==> config.mk <==
export PLATFORM = sky130hd
export DESIGN_NAME = cswsu_top
export DESIGN_NICKNAME = d
export VERILOG_FILES = /design/src/cswsu_top.v /design/src/cswsu_window.v
export VERILOG_INCLUDE_DIRS = /design/src
export SDC_FILE = /design/constraint.sdc
export NUM_CORES = 1
export LEC_CHECK = 0
export BUFFER_PORTS_ARGS = -buffer_cell sky130_fd_sc_hd__buf_2
export CAP_MARGIN = 25
export CORE_UTILIZATION = 24
export DETAILED_ROUTE_END_ITERATION = 12
export GPL_TIMING_DRIVEN = 1
export PLACE_DENSITY_LB_ADDON = 0.12
export SLEW_MARGIN = 10
export SYNTH_ARGS = -nofsm -noshare
export SYNTH_HDL_FRONTEND = slang
export SYNTH_SLANG_ARGS = --single-unit
==> constraint.sdc <==
create_clock -name core_clk -period 16.5 [get_ports core_clk]
set_input_delay 1.65 -clock core_clk [delete_from_list [all_inputs] [get_ports core_clk]]
set_output_delay 1.65 -clock core_clk [all_outputs]
set_load 0.03 [all_outputs]
==> src/cswsu_defs.vh <==
// Constants for the chip-select and wait-state unit.
`ifndef CSWSU_DEFS_VH
`define CSWSU_DEFS_VH
`define CSWSU_NUM_SEL 10
`define CSWSU_UPPER_IDX 9
`define CSWSU_FIELD_W 10
`define CSWSU_WAIT_W 4
`define CSWSU_MEM_ADDR_W 20
`define CSWSU_IO_ADDR_W 16
`define CSWSU_UPPER_START 10'h3ff
`define CSWSU_UPPER_STOP 10'h3ff
`define CSWSU_UPPER_WAIT 4'hf
`define CSWSU_PRB_W 8
`endif

==> src/cswsu_top.v <==
// Chip-select and wait-state unit: ten windows, select outputs, wait and ready control.
`timescale 1ns/10ps
`include "cswsu_defs.vh"
// Contract
// - Ten selects, each memory or I/O space
// - Selects add waits and may end cycles
// - After reset only upper boot select, top 1K
// - Each select has start and stop setting
// - Ten-bit fields match top address bits
// - Memory 1K and I/O 64-byte granularity
// - Start above stop or disabled never selects
// - Wait count and ready-use bit per select
// - All matching overlapping selects assert together
// - Any ready user: least wait, then ready
// - All ignore ready: most wait, no ready
// - Selects stay off inside peripheral block
// - Refresh cycles are decoded like others
module cswsu_top
#(
   parameter NUM_SEL = `CSWSU_NUM_SEL,
   parameter FIELD_W = `CSWSU_FIELD_W,
   parameter WAIT_W = `CSWSU_WAIT_W
)
(
   input wire core_clk,
   input wire rst_n,
   input wire cycle_start,
   input wire cycle_is_io,
   input wire cycle_is_refresh,
   input wire [`CSWSU_MEM_ADDR_W-1:0] cycle_addr,
   input wire ext_ready,
   input wire [`CSWSU_MEM_ADDR_W-1:0] prb_base,
   input wire prb_in_io,
   input wire cfg_write,
   input wire [3:0] cfg_index,
   input wire cfg_enable,
   input wire cfg_io_space,
   input wire cfg_use_ready,
   input wire [WAIT_W-1:0] cfg_wait,
   input wire [FIELD_W-1:0] cfg_start,
   input wire [FIELD_W-1:0] cfg_stop,
   output reg [NUM_SEL-1:0] select_n_reg,
   output reg cycle_done_reg,
   output reg cycle_busy_reg,
   output reg [NUM_SEL-1:0] cfg_enabled_reg
);
   localparam ST_IDLE = 2'd0;
   localparam ST_WAIT = 2'd1;
   localparam ST_READY = 2'd2;
   localparam ST_DONE = 2'd3;

   // **************************************************
   // Configuration storage
   // **************************************************
   reg [NUM_SEL-1:0] io_space_reg;
   reg [NUM_SEL-1:0] use_ready_reg;
   reg [WAIT_W-1:0] wait_reg [0:NUM_SEL-1];
   reg [FIELD_W-1:0] start_reg [0:NUM_SEL-1];
   reg [FIELD_W-1:0] stop_reg [0:NUM_SEL-1];
   wire [NUM_SEL-1:0] hit;
   wire [FIELD_W-1:0] mem_field;
   wire [FIELD_W-1:0] io_field;
   wire [FIELD_W-1:0] cycle_field;
   wire in_prb;
   reg [1:0] state_reg;
   reg [1:0] state_next;
   reg [WAIT_W-1:0] count_reg;
   reg [WAIT_W-1:0] count_next;
   reg [WAIT_W-1:0] min_wait;
   reg [WAIT_W-1:0] max_wait;
   reg any_ready;
   reg any_hit;
   reg [NUM_SEL-1:0] select_n_next;
   integer i;
   integer j;

   // Memory compares A19:10 (1K steps), I/O compares A15:6 (64-byte steps).
   assign mem_field = cycle_addr[19:10];
   assign io_field = cycle_addr[15:6];
   assign cycle_field = cycle_is_io ? io_field : mem_field;
   // The peripheral block is the 256 bytes that share its base's bits above A7, in its chosen space.
   assign in_prb = (prb_in_io == cycle_is_io) &&
      (cycle_is_io ? (cycle_addr[15:8] == prb_base[15:8])
                   : (cycle_addr[19:8] == prb_base[19:8]));

   genvar g;
   generate
      for (g = 0; g < NUM_SEL; g = g + 1)
      begin : gen_win
         cswsu_window #(.FIELD_W(FIELD_W)) u_win
         (
            .cycle_field(cycle_field),
            .cycle_is_io(cycle_is_io),
            .in_prb(in_prb),
            .enable(cfg_enabled_reg[g]),
            .io_space(io_space_reg[g]),
            .start_field(start_reg[g]),
            .stop_field(stop_reg[g]),
            .hit(hit[g])
         );
      end
   endgenerate

   always @(posedge core_clk or negedge rst_n)
   begin
      if (!rst_n)
      begin
         cfg_enabled_reg <= {{(NUM_SEL-1){1'b0}}, 1'b1} << `CSWSU_UPPER_IDX;
         io_space_reg <= {NUM_SEL{1'b0}};
         use_ready_reg <= {NUM_SEL{1'b0}};
         for (i = 0; i < NUM_SEL; i = i + 1)
         begin
            wait_reg[i] <= `CSWSU_UPPER_WAIT;
            start_reg[i] <= `CSWSU_UPPER_START;
            stop_reg[i] <= `CSWSU_UPPER_STOP;
         end
      end
      else if (cfg_write && (cfg_index < NUM_SEL))
      begin
         cfg_enabled_reg[cfg_index] <= cfg_enable;
         io_space_reg[cfg_index] <= cfg_io_space;
         use_ready_reg[cfg_index] <= cfg_use_ready;
         wait_reg[cfg_index] <= cfg_wait;
         start_reg[cfg_index] <= cfg_start;
         stop_reg[cfg_index] <= cfg_stop;
      end
   end

   // **************************************************
   // Wait selection over the overlapping hits
   // **************************************************
   always @*
   begin
      min_wait = {WAIT_W{1'b1}};
      max_wait = {WAIT_W{1'b0}};
      any_ready = 1'b0;
      any_hit = 1'b0;
      // The least count is taken over every overlapping window, not only the ready users.
      for (j = 0; j < NUM_SEL; j = j + 1)
      begin
         if (hit[j])
         begin
            any_hit = 1'b1;
            if (use_ready_reg[j])
               any_ready = 1'b1;
            if (wait_reg[j] < min_wait)
               min_wait = wait_reg[j];
            if (wait_reg[j] > max_wait)
               max_wait = wait_reg[j];
         end
      end
   end

   // **************************************************
   // Bus cycle sequencer
   // **************************************************
   reg honour_reg;
   reg honour_next;
   always @*
   begin
      state_next = state_reg;
      count_next = count_reg;
      honour_next = honour_reg;
      select_n_next = select_n_reg;
      case (state_reg)
         ST_IDLE:
         begin
            if (cycle_start)
            begin
               // Refresh cycles decode exactly like any other cycle.
               select_n_next = ~hit;
               honour_next = any_ready || !any_hit;
               count_next = any_ready ? min_wait : (any_hit ? max_wait : {WAIT_W{1'b0}});
               state_next = ST_WAIT;
            end
         end
         ST_WAIT:
         begin
            if (count_reg != {WAIT_W{1'b0}})
               count_next = count_reg - {{(WAIT_W-1){1'b0}}, 1'b1};
            else if (honour_reg)
            begin
               // Ready is first sampled once the last wait clock has passed.
               if (ext_ready)
                  state_next = ST_DONE;
               else
                  state_next = ST_READY;
            end
            else
               state_next = ST_DONE;
         end
         ST_READY:
         begin
            if (ext_ready)
               state_next = ST_DONE;
         end
         ST_DONE:
         begin
            select_n_next = {NUM_SEL{1'b1}};
            state_next = ST_IDLE;
         end
         default:
            state_next = ST_IDLE;
      endcase
   end

   always @(posedge core_clk or negedge rst_n)
   begin
      if (!rst_n)
      begin
         state_reg <= ST_IDLE;
         count_reg <= {WAIT_W{1'b0}};
         honour_reg <= 1'b0;
         select_n_reg <= {NUM_SEL{1'b1}};
         cycle_done_reg <= 1'b0;
         cycle_busy_reg <= 1'b0;
      end
      else
      begin
         state_reg <= state_next;
         count_reg <= count_next;
         honour_reg <= honour_next;
         select_n_reg <= select_n_next;
         cycle_done_reg <= (state_next == ST_DONE);
         cycle_busy_reg <= (state_next != ST_IDLE);
      end
   end
endmodule

==> src/cswsu_window.v <==
// One select window comparator with its own start and stop configuration.
`timescale 1ns/10ps
`include "cswsu_defs.vh"
module cswsu_window
#(
   parameter FIELD_W = 10
)
(
   input wire [FIELD_W-1:0] cycle_field,
   input wire cycle_is_io,
   input wire in_prb,
   input wire enable,
   input wire io_space,
   input wire [FIELD_W-1:0] start_field,
   input wire [FIELD_W-1:0] stop_field,
   output wire hit
);
   // **************************************************
   // Window compare
   // **************************************************
   wire in_range;
   assign in_range = (cycle_field >= start_field) && (cycle_field <= stop_field);
   assign hit = enable && (io_space == cycle_is_io) && in_range && !in_prb;
endmodule
======== Word level (Yosys, flattened, before mapping) ========
Index checks and enable logic that the tools add are counted.
storage, ports and cells
  flip-flop bits (word level) ............. 289
  latch bits .............................. 0
  bits in writable memories ............... 0
  ROM bits ................................ 0
  bits of input ports ..................... 79
  output and inout bits ................... 22
  word-level logic and storage cells ...... 258
  memories kept ........................... 0
cells by class
  $add $sub $neg .......................... 1
  multiply operators ...................... 0
  div/mod/pow operators ................... 0
  magnitude comparators ................... 45
  equality and inequality tests ........... 19
  shift-type cells ........................ 0
  multiplexer cells ....................... 97
  bitwise operators ....................... 2
  reductions and logical operators ........ 55
operators by type and width
  cell                  count
  $bwmux W100           2
  $mux W4               45
  $ge A10 B10 Y1        10
  $le A10 B10 Y1        10
  $logic_and A1 B1 Y1   44
  $bwmux W40            1
  $demux W10 S4         1
  $gt A4 B4 Y1          9
  $lt A4 B4 Y1          9
  $mux W1               33
  $bwmux W10            3
  $mux W10              3
  $pmux W10 S2          1
  $demux W4 S4          1
  $eq A12 B12 Y1        1
  $eq A1 B1 Y1          11
  $not A10 Y10          1
  $eq A8 B8 Y1          1
  $lt A4 B4 Y1 const B  2
  $mux W2               4
  $pmux W2 S4           1
  $pmux W4 S2           1
  $eq A2 B2 Y1 const B  3
  $reduce_bool A2 Y1    3
  16 further kinds      19

======== Depth between registers and ports, before layout ========
  depth after elaboration ................. 37
  mapped depth ............................ 88
  depth with buffers taken out ............ 84

======== Hierarchy ========
Synthesis repeated with hierarchy kept, for this count alone.
second synthesis, totals
  cells, all modules ...................... 2015
  area total of the unflattened synthesis .. 20581.0 um^2
modules (own cells, without submodules)
  module                                times used  cells an instance  area each (um^2)  sequential area each (um^2)
  cswsu_top                             1           1288               15363.5           7546.0
  cswsu_window at gen_win[1].u_win ...  9           73                 523.0             0.0
  cswsu_window at gen_win[0].u_win      1           70                 510.5             0.0

======== Worst setup path before layout ========
Ideal clock, no wire load.
  kind .................................... input port to flip-flop
  start point ............................. input cycle_is_io
  end point ............................... register count_reg[0]
  arrival time ............................ 17.326 ns
  path slack .............................. -0.950 ns
  stages on the path ...................... 78
  path buffers ............................ 4
  cell sequence ........................... buf_6 clkbuf_1 clkbuf_1 o21ai_0 ha_1 a21oi_1 nor2_1 a2111oi_0 a21oi_1 nand3_1 ha_1 nor2b_1 o21a_1 nor3_1 a2111oi_4 nand3_1 mux2_2 ha_1 [... 42 more ...] ha_1 o21ai_0 nand2b_1 a21oi_1 a41o_1 nor2_1 mux2_2 ha_1 o21ai_0 nand2b_1 a21oi_1 a41oi_1 and3_1 mux2_2 a21oi_1 o21ai_0 a21o_1 a211o_1
on the way
  cells in the longest elaborated chain, start to end .. 37
  elaborated cells between the ends (all ways) .. 164
RTL lines
  item                                                     RTL line           RTL
  from (decl)                                              cswsu_top.v:28     input wire cycle_is_io,
  $mux W10                                                 cswsu_top.v:80     assign cycle_field = cycle_is_io ? io_field : mem_field;
  $ge A10 B10 Y1 / $le A10 B10 Y1 (equally long branches)  cswsu_window.v:22  assign in_range = (cycle_field >= start_field) && (cycle_field <= stop_field);
  $logic_and A1 B1 Y1                                      cswsu_window.v:22
  $logic_and A1 B1 Y1 (2 in series)                        cswsu_window.v:23  assign hit = enable && (io_space == cycle_is_io) && in_range && !in_prb;
  $mux W4                                                  cswsu_top.v:141    if (hit[j])
  $gt A4 B4 Y1                                             cswsu_top.v:148    if (wait_reg[j] > max_wait)
  $mux W4                                                  cswsu_top.v:148
  $mux W4                                                  cswsu_top.v:141
  [... 20 more ...]                                        --
  $mux W4                                                  cswsu_top.v:141
  $gt A4 B4 Y1                                             cswsu_top.v:148
  $mux W4                                                  cswsu_top.v:148
  $mux W4                                                  cswsu_top.v:141
  $mux W4                                                  cswsu_top.v:173    count_next = any_ready ? min_wait : (any_hit ? max_wait : {WAIT_W{1'b0}});
  $mux W4 *                                                cswsu_top.v:173
  $mux W4 *                                                cswsu_top.v:168    if (cycle_start)
  $pmux W4 S2 *                                            cswsu_top.v:165    case (state_reg)
  to (signal assigned)                                     cswsu_top.v:212    count_reg <= {WAIT_W{1'b0}};
  to (signal assigned)                                     cswsu_top.v:221    count_reg <= count_next;
  to (decl)                                                cswsu_top.v:67     reg [WAIT_W-1:0] count_reg;
Mark *: on every way between the ends. The rest lies on a longest branch, timed or not. The select of a mux whose other input is x is not followed.
A chain may end at the register's enable or synchronous reset.

======== Worst setup path after layout ========
Same ends and word-level chain as after synthesis.

==> summary.txt <==
Status
  – Status: finished, final reports clean

Logic synthesis
  – Largest area contributor in the netlist: dfstp_2
  – Post-synth ARST share: 1.00
  – Synth Register Bits: 289
  – EDFF count, synth: 0
  – Synth cell types: 98
  – Synth Flop Type: dfstp_2
  – Synth top area share: 0.331
  – Sequential fraction of the synthesis area: 0.379
  – Synthesized Nets: between 2000 and 2500
  – Netlist Area Pre-Place: ~0.02 mm²
  – Post-Synthesis Cells: just over 2000
  – Yosys warning count: 0
  – Avg Cell Area, Syn: 9.79 µm²
  – Most area-consuming cells after synthesis: dfstp_2, ha_1, mux2_2

Clock network
  – Num CTS Buffers: 40
  – Clk pin slew, worst setup/hold paths: approximately 0.050 ns
  – Clk buf depth: 3
  – Hold_buf cts: 0
  – Worst-Skew Late Latency: roughly 0.58 ns
  – Root Buffer: clkbuf_16
  – Max H-tree Level: 2
  – CTS tree: built
  – Clock Sinks: just under 300

Timing
  – Fmax: between 0.06 and 0.07 GHz
  – Clock skew: roughly 0.019 ns
  – Setup TNS: 0 ns
  – Worst Tran Pin Value: 0.954 ns
  – Final hold slack: ~0.49 ns
  – Period utilization: 0.965
  – Max Transition Viols Final: 0
  – Finish-stage setup viols: 0
  – Crit path time final: between 15 and 20 ns
  – Slew margin rel.: 0.364
  – Final Hold Viols: 0

Placed design
  – DP HPWL: ~44 mm
  – Placed Area: 0.0222 mm²
  – GPL Wtd Cong: around 0.8
  – Number of port buffers: 85

Detailed routing
  – Vias per inst: between 4 and 5
  – DRT Wirelength: roughly 64 mm
  – WL/cell: 19.3 µm
  – Vias: 15100
  – Drc violations: 0
  – Iteration-0 DRC Markers: 631
  – Initial DRT Pass Iterations: 4
  – ANT nets after route: 0

Floorplan
  – Initial Utilization: 0.243
  – Std cell rows: between 100 and 150
  – Die Area: 0.0842 mm²
  – Vert. Die Dim: about 290 µm
  – Core area: around 0.082 mm²
  – Die X: a little under 300 µm
  – # IOs: ~100

Critical path
  – Crit path capture type: flip-flop
  – WP buf/inv: 13
  – Required time of the worst setup path: between 15 and 20 ns
  – WS Path Type: input port to flip-flop
  – Worst Reg2Reg Path Length in Cells: 79
  – Crit path max-delay cell type: or4_4
  – R2r startpoint: stop_reg[93]
  – Max incr delay on CP: about 0.55 ns
  – Largest fanout on the critical path: 6
  – Worst reg2reg endpoint: count_reg[0]
  – Crit path max-delay family: compound AO/OA/AOI/OAI gates
  – Critical Path AT: 16.38 ns
  – Setup crit start kind: input port
  – Reg2reg setup slack: approximately 1.7 ns

Finish
  – Layout cells sized above 1: 0.352
  – Final core occ: 0.291
  – Area growth syn-to-layout: 20.0%
  – Layout Nets: around 2500
  – Filler cells: around 8500
  – Design area: ~0.024 mm²

Power
  – P_leak: around 11 nW
  – VDD IR max: 64.6 µV
  – Cell Pwr Density: around 130 mW/mm²
  – Tot Pwr: 3.17 mW

Global routing
  – Largest net degree at the start of global routing: about 130
  – Initial antenna violation count: 4
  – Remaining global-route overflow: 0
  – GRT Overall Usage: 0.151
  – Number of global-route vias before repair: between 15000 and 20000
  – Global-route wire length before repair: around 100 mm

Min path
  – Worst Hold End: honour_reg
  – Min-delay worst type: flip-flop to flip-flop
  – Worst hold start: honour_reg
  – Hold-critical path depth: 2

Run
  – Maxcap violations: 0
==> cell families (layout without fill, tap and decap cells) <==
family	after synthesis	count (layout)	share of synthesized area
AO/OA/AOI/OAI	488	488	0.160
AND/OR/NAND/NOR	422	422	0.105
XOR/XNOR	26	26	0.0114
multiplexers	192	192	0.110
adder cells (fa/ha/maj)	263	263	0.165
buffers and inverters	356	544	0.0700
other	0	2	0
flip-flops	289	289	0.379
==> through the flow <==
stage	instances	worst slack [ns]
floorplan	2036	0.0210
global placement	3211	-0.515
detailed placement	3211	-0.579
CTS	3284	0.0240
global route	3296	-0.108
finish	3296	0.578
==> report_power, final <==
part	total [mW]	switching, mW	internal [mW]
logic	1.21	0.667	0.548
registers	1.11	0.115	0.995
clock network	0.850	0.353	0.497
==> placed cells by master (no fill, tap or decap), types with 18 or more instances in the layout <==
master / n
dfrtp_1: 38
dfstp_2: 251
nand4_1: 27
o21a_1: 20
nor2_1: 49
nand2_1: 169
xnor2_1: 25
buf_4: 117
a21o_1: 64
nand2b_1: 21
ha_1: 250
inv_1: 265
mux2_2: 168
clkbuf_1: 18
nor2b_1: 24
nand3_1: 34
clkbuf_16: 42
buf_2: 83
a21oi_1: 84
o21ai_0: 169
==> routing by layer <==
layer | global-route usage | up-vias | routed length [µm]
met2 | 0.252 | 211 | 29800
met1 | 0.202 | 7345 | 30300
li1 | - | 7490 | -
met4 | 0.0453 | 0 | 1660
met5 | 0 | - | 0
met3 | 0.0213 | 91 | 1800
==> Yosys cell counts (8+ instances only) <==
library cell and number:
mux2_2 175, clkbuf_1 61, nand4_1 27, xnor2_1 25
nor2b_1 24, a21oi_1 87, a211oi_1 8, o21a_1 20
o22a_1 12, buf_1 15, ha_1 262, inv_1 265
o21ai_0 179, nor3_1 17, or3_1 9, nor4_1 10
buf_4 11, mux2i_1 10, dfrtp_1 38, nand2_1 171
nand2b_1 21, dfstp_2 251, nand3_1 35, a31oi_1 11
a21o_1 64, o211ai_1 17, nor2_1 54
==> what timing repair did <==
action | CTS | global route
pin swaps | 1 | 28
gates resized for setup | 1 | 65
buffers inserted | 0 | 10
endpoints found under the setup margin | 3 | 4
gates cloned | 0 | 1
==> worst register-to-register path: cells and delay by family (launching register included) <==
family / cells / cell delay (ns)
DFF: 1 / 0.52
muxes: 8 / 2.45
buffers and inverters: 13 / 1.15
AOI/OAI and AO/OA: 34 / 5.55
adders and majority gates: 10 / 2.51
and+or+nand+nor: 14 / 2.47
==> worst max-delay path by stage <==
stage                 from      endpoint  cells after the start
3_3_place_gp   cycle_is_io  count_reg[2]                     80
2_1_floorplan  cycle_is_io  count_reg[0]                     78
4_1_cts        cycle_is_io  count_reg[2]                     83
3_5_place_dp   cycle_is_io  count_reg[0]                     82
5_1_grt        cycle_is_io  count_reg[2]                     84
6_report       cycle_is_io  count_reg[0]                     80
==> final cells by class <==
cell class / instances / area (µm²) / area share
Inverter: 265 / 995 / 0.0416
Tap cell: 1070 / 1340 / 0.0560
Antenna cell: 2 / 5.00 / 0.000209
Multi-Input combinational cell: 1391 / 11400 / 0.475
Clock inverter: 10 / 118 / 0.00492
Sequential cell: 289 / 7550 / 0.315
Clock buffer: 63 / 1150 / 0.0480
Timing Repair Buffer: 206 / 1400 / 0.0585
Power figures use the tool's default switching activity.
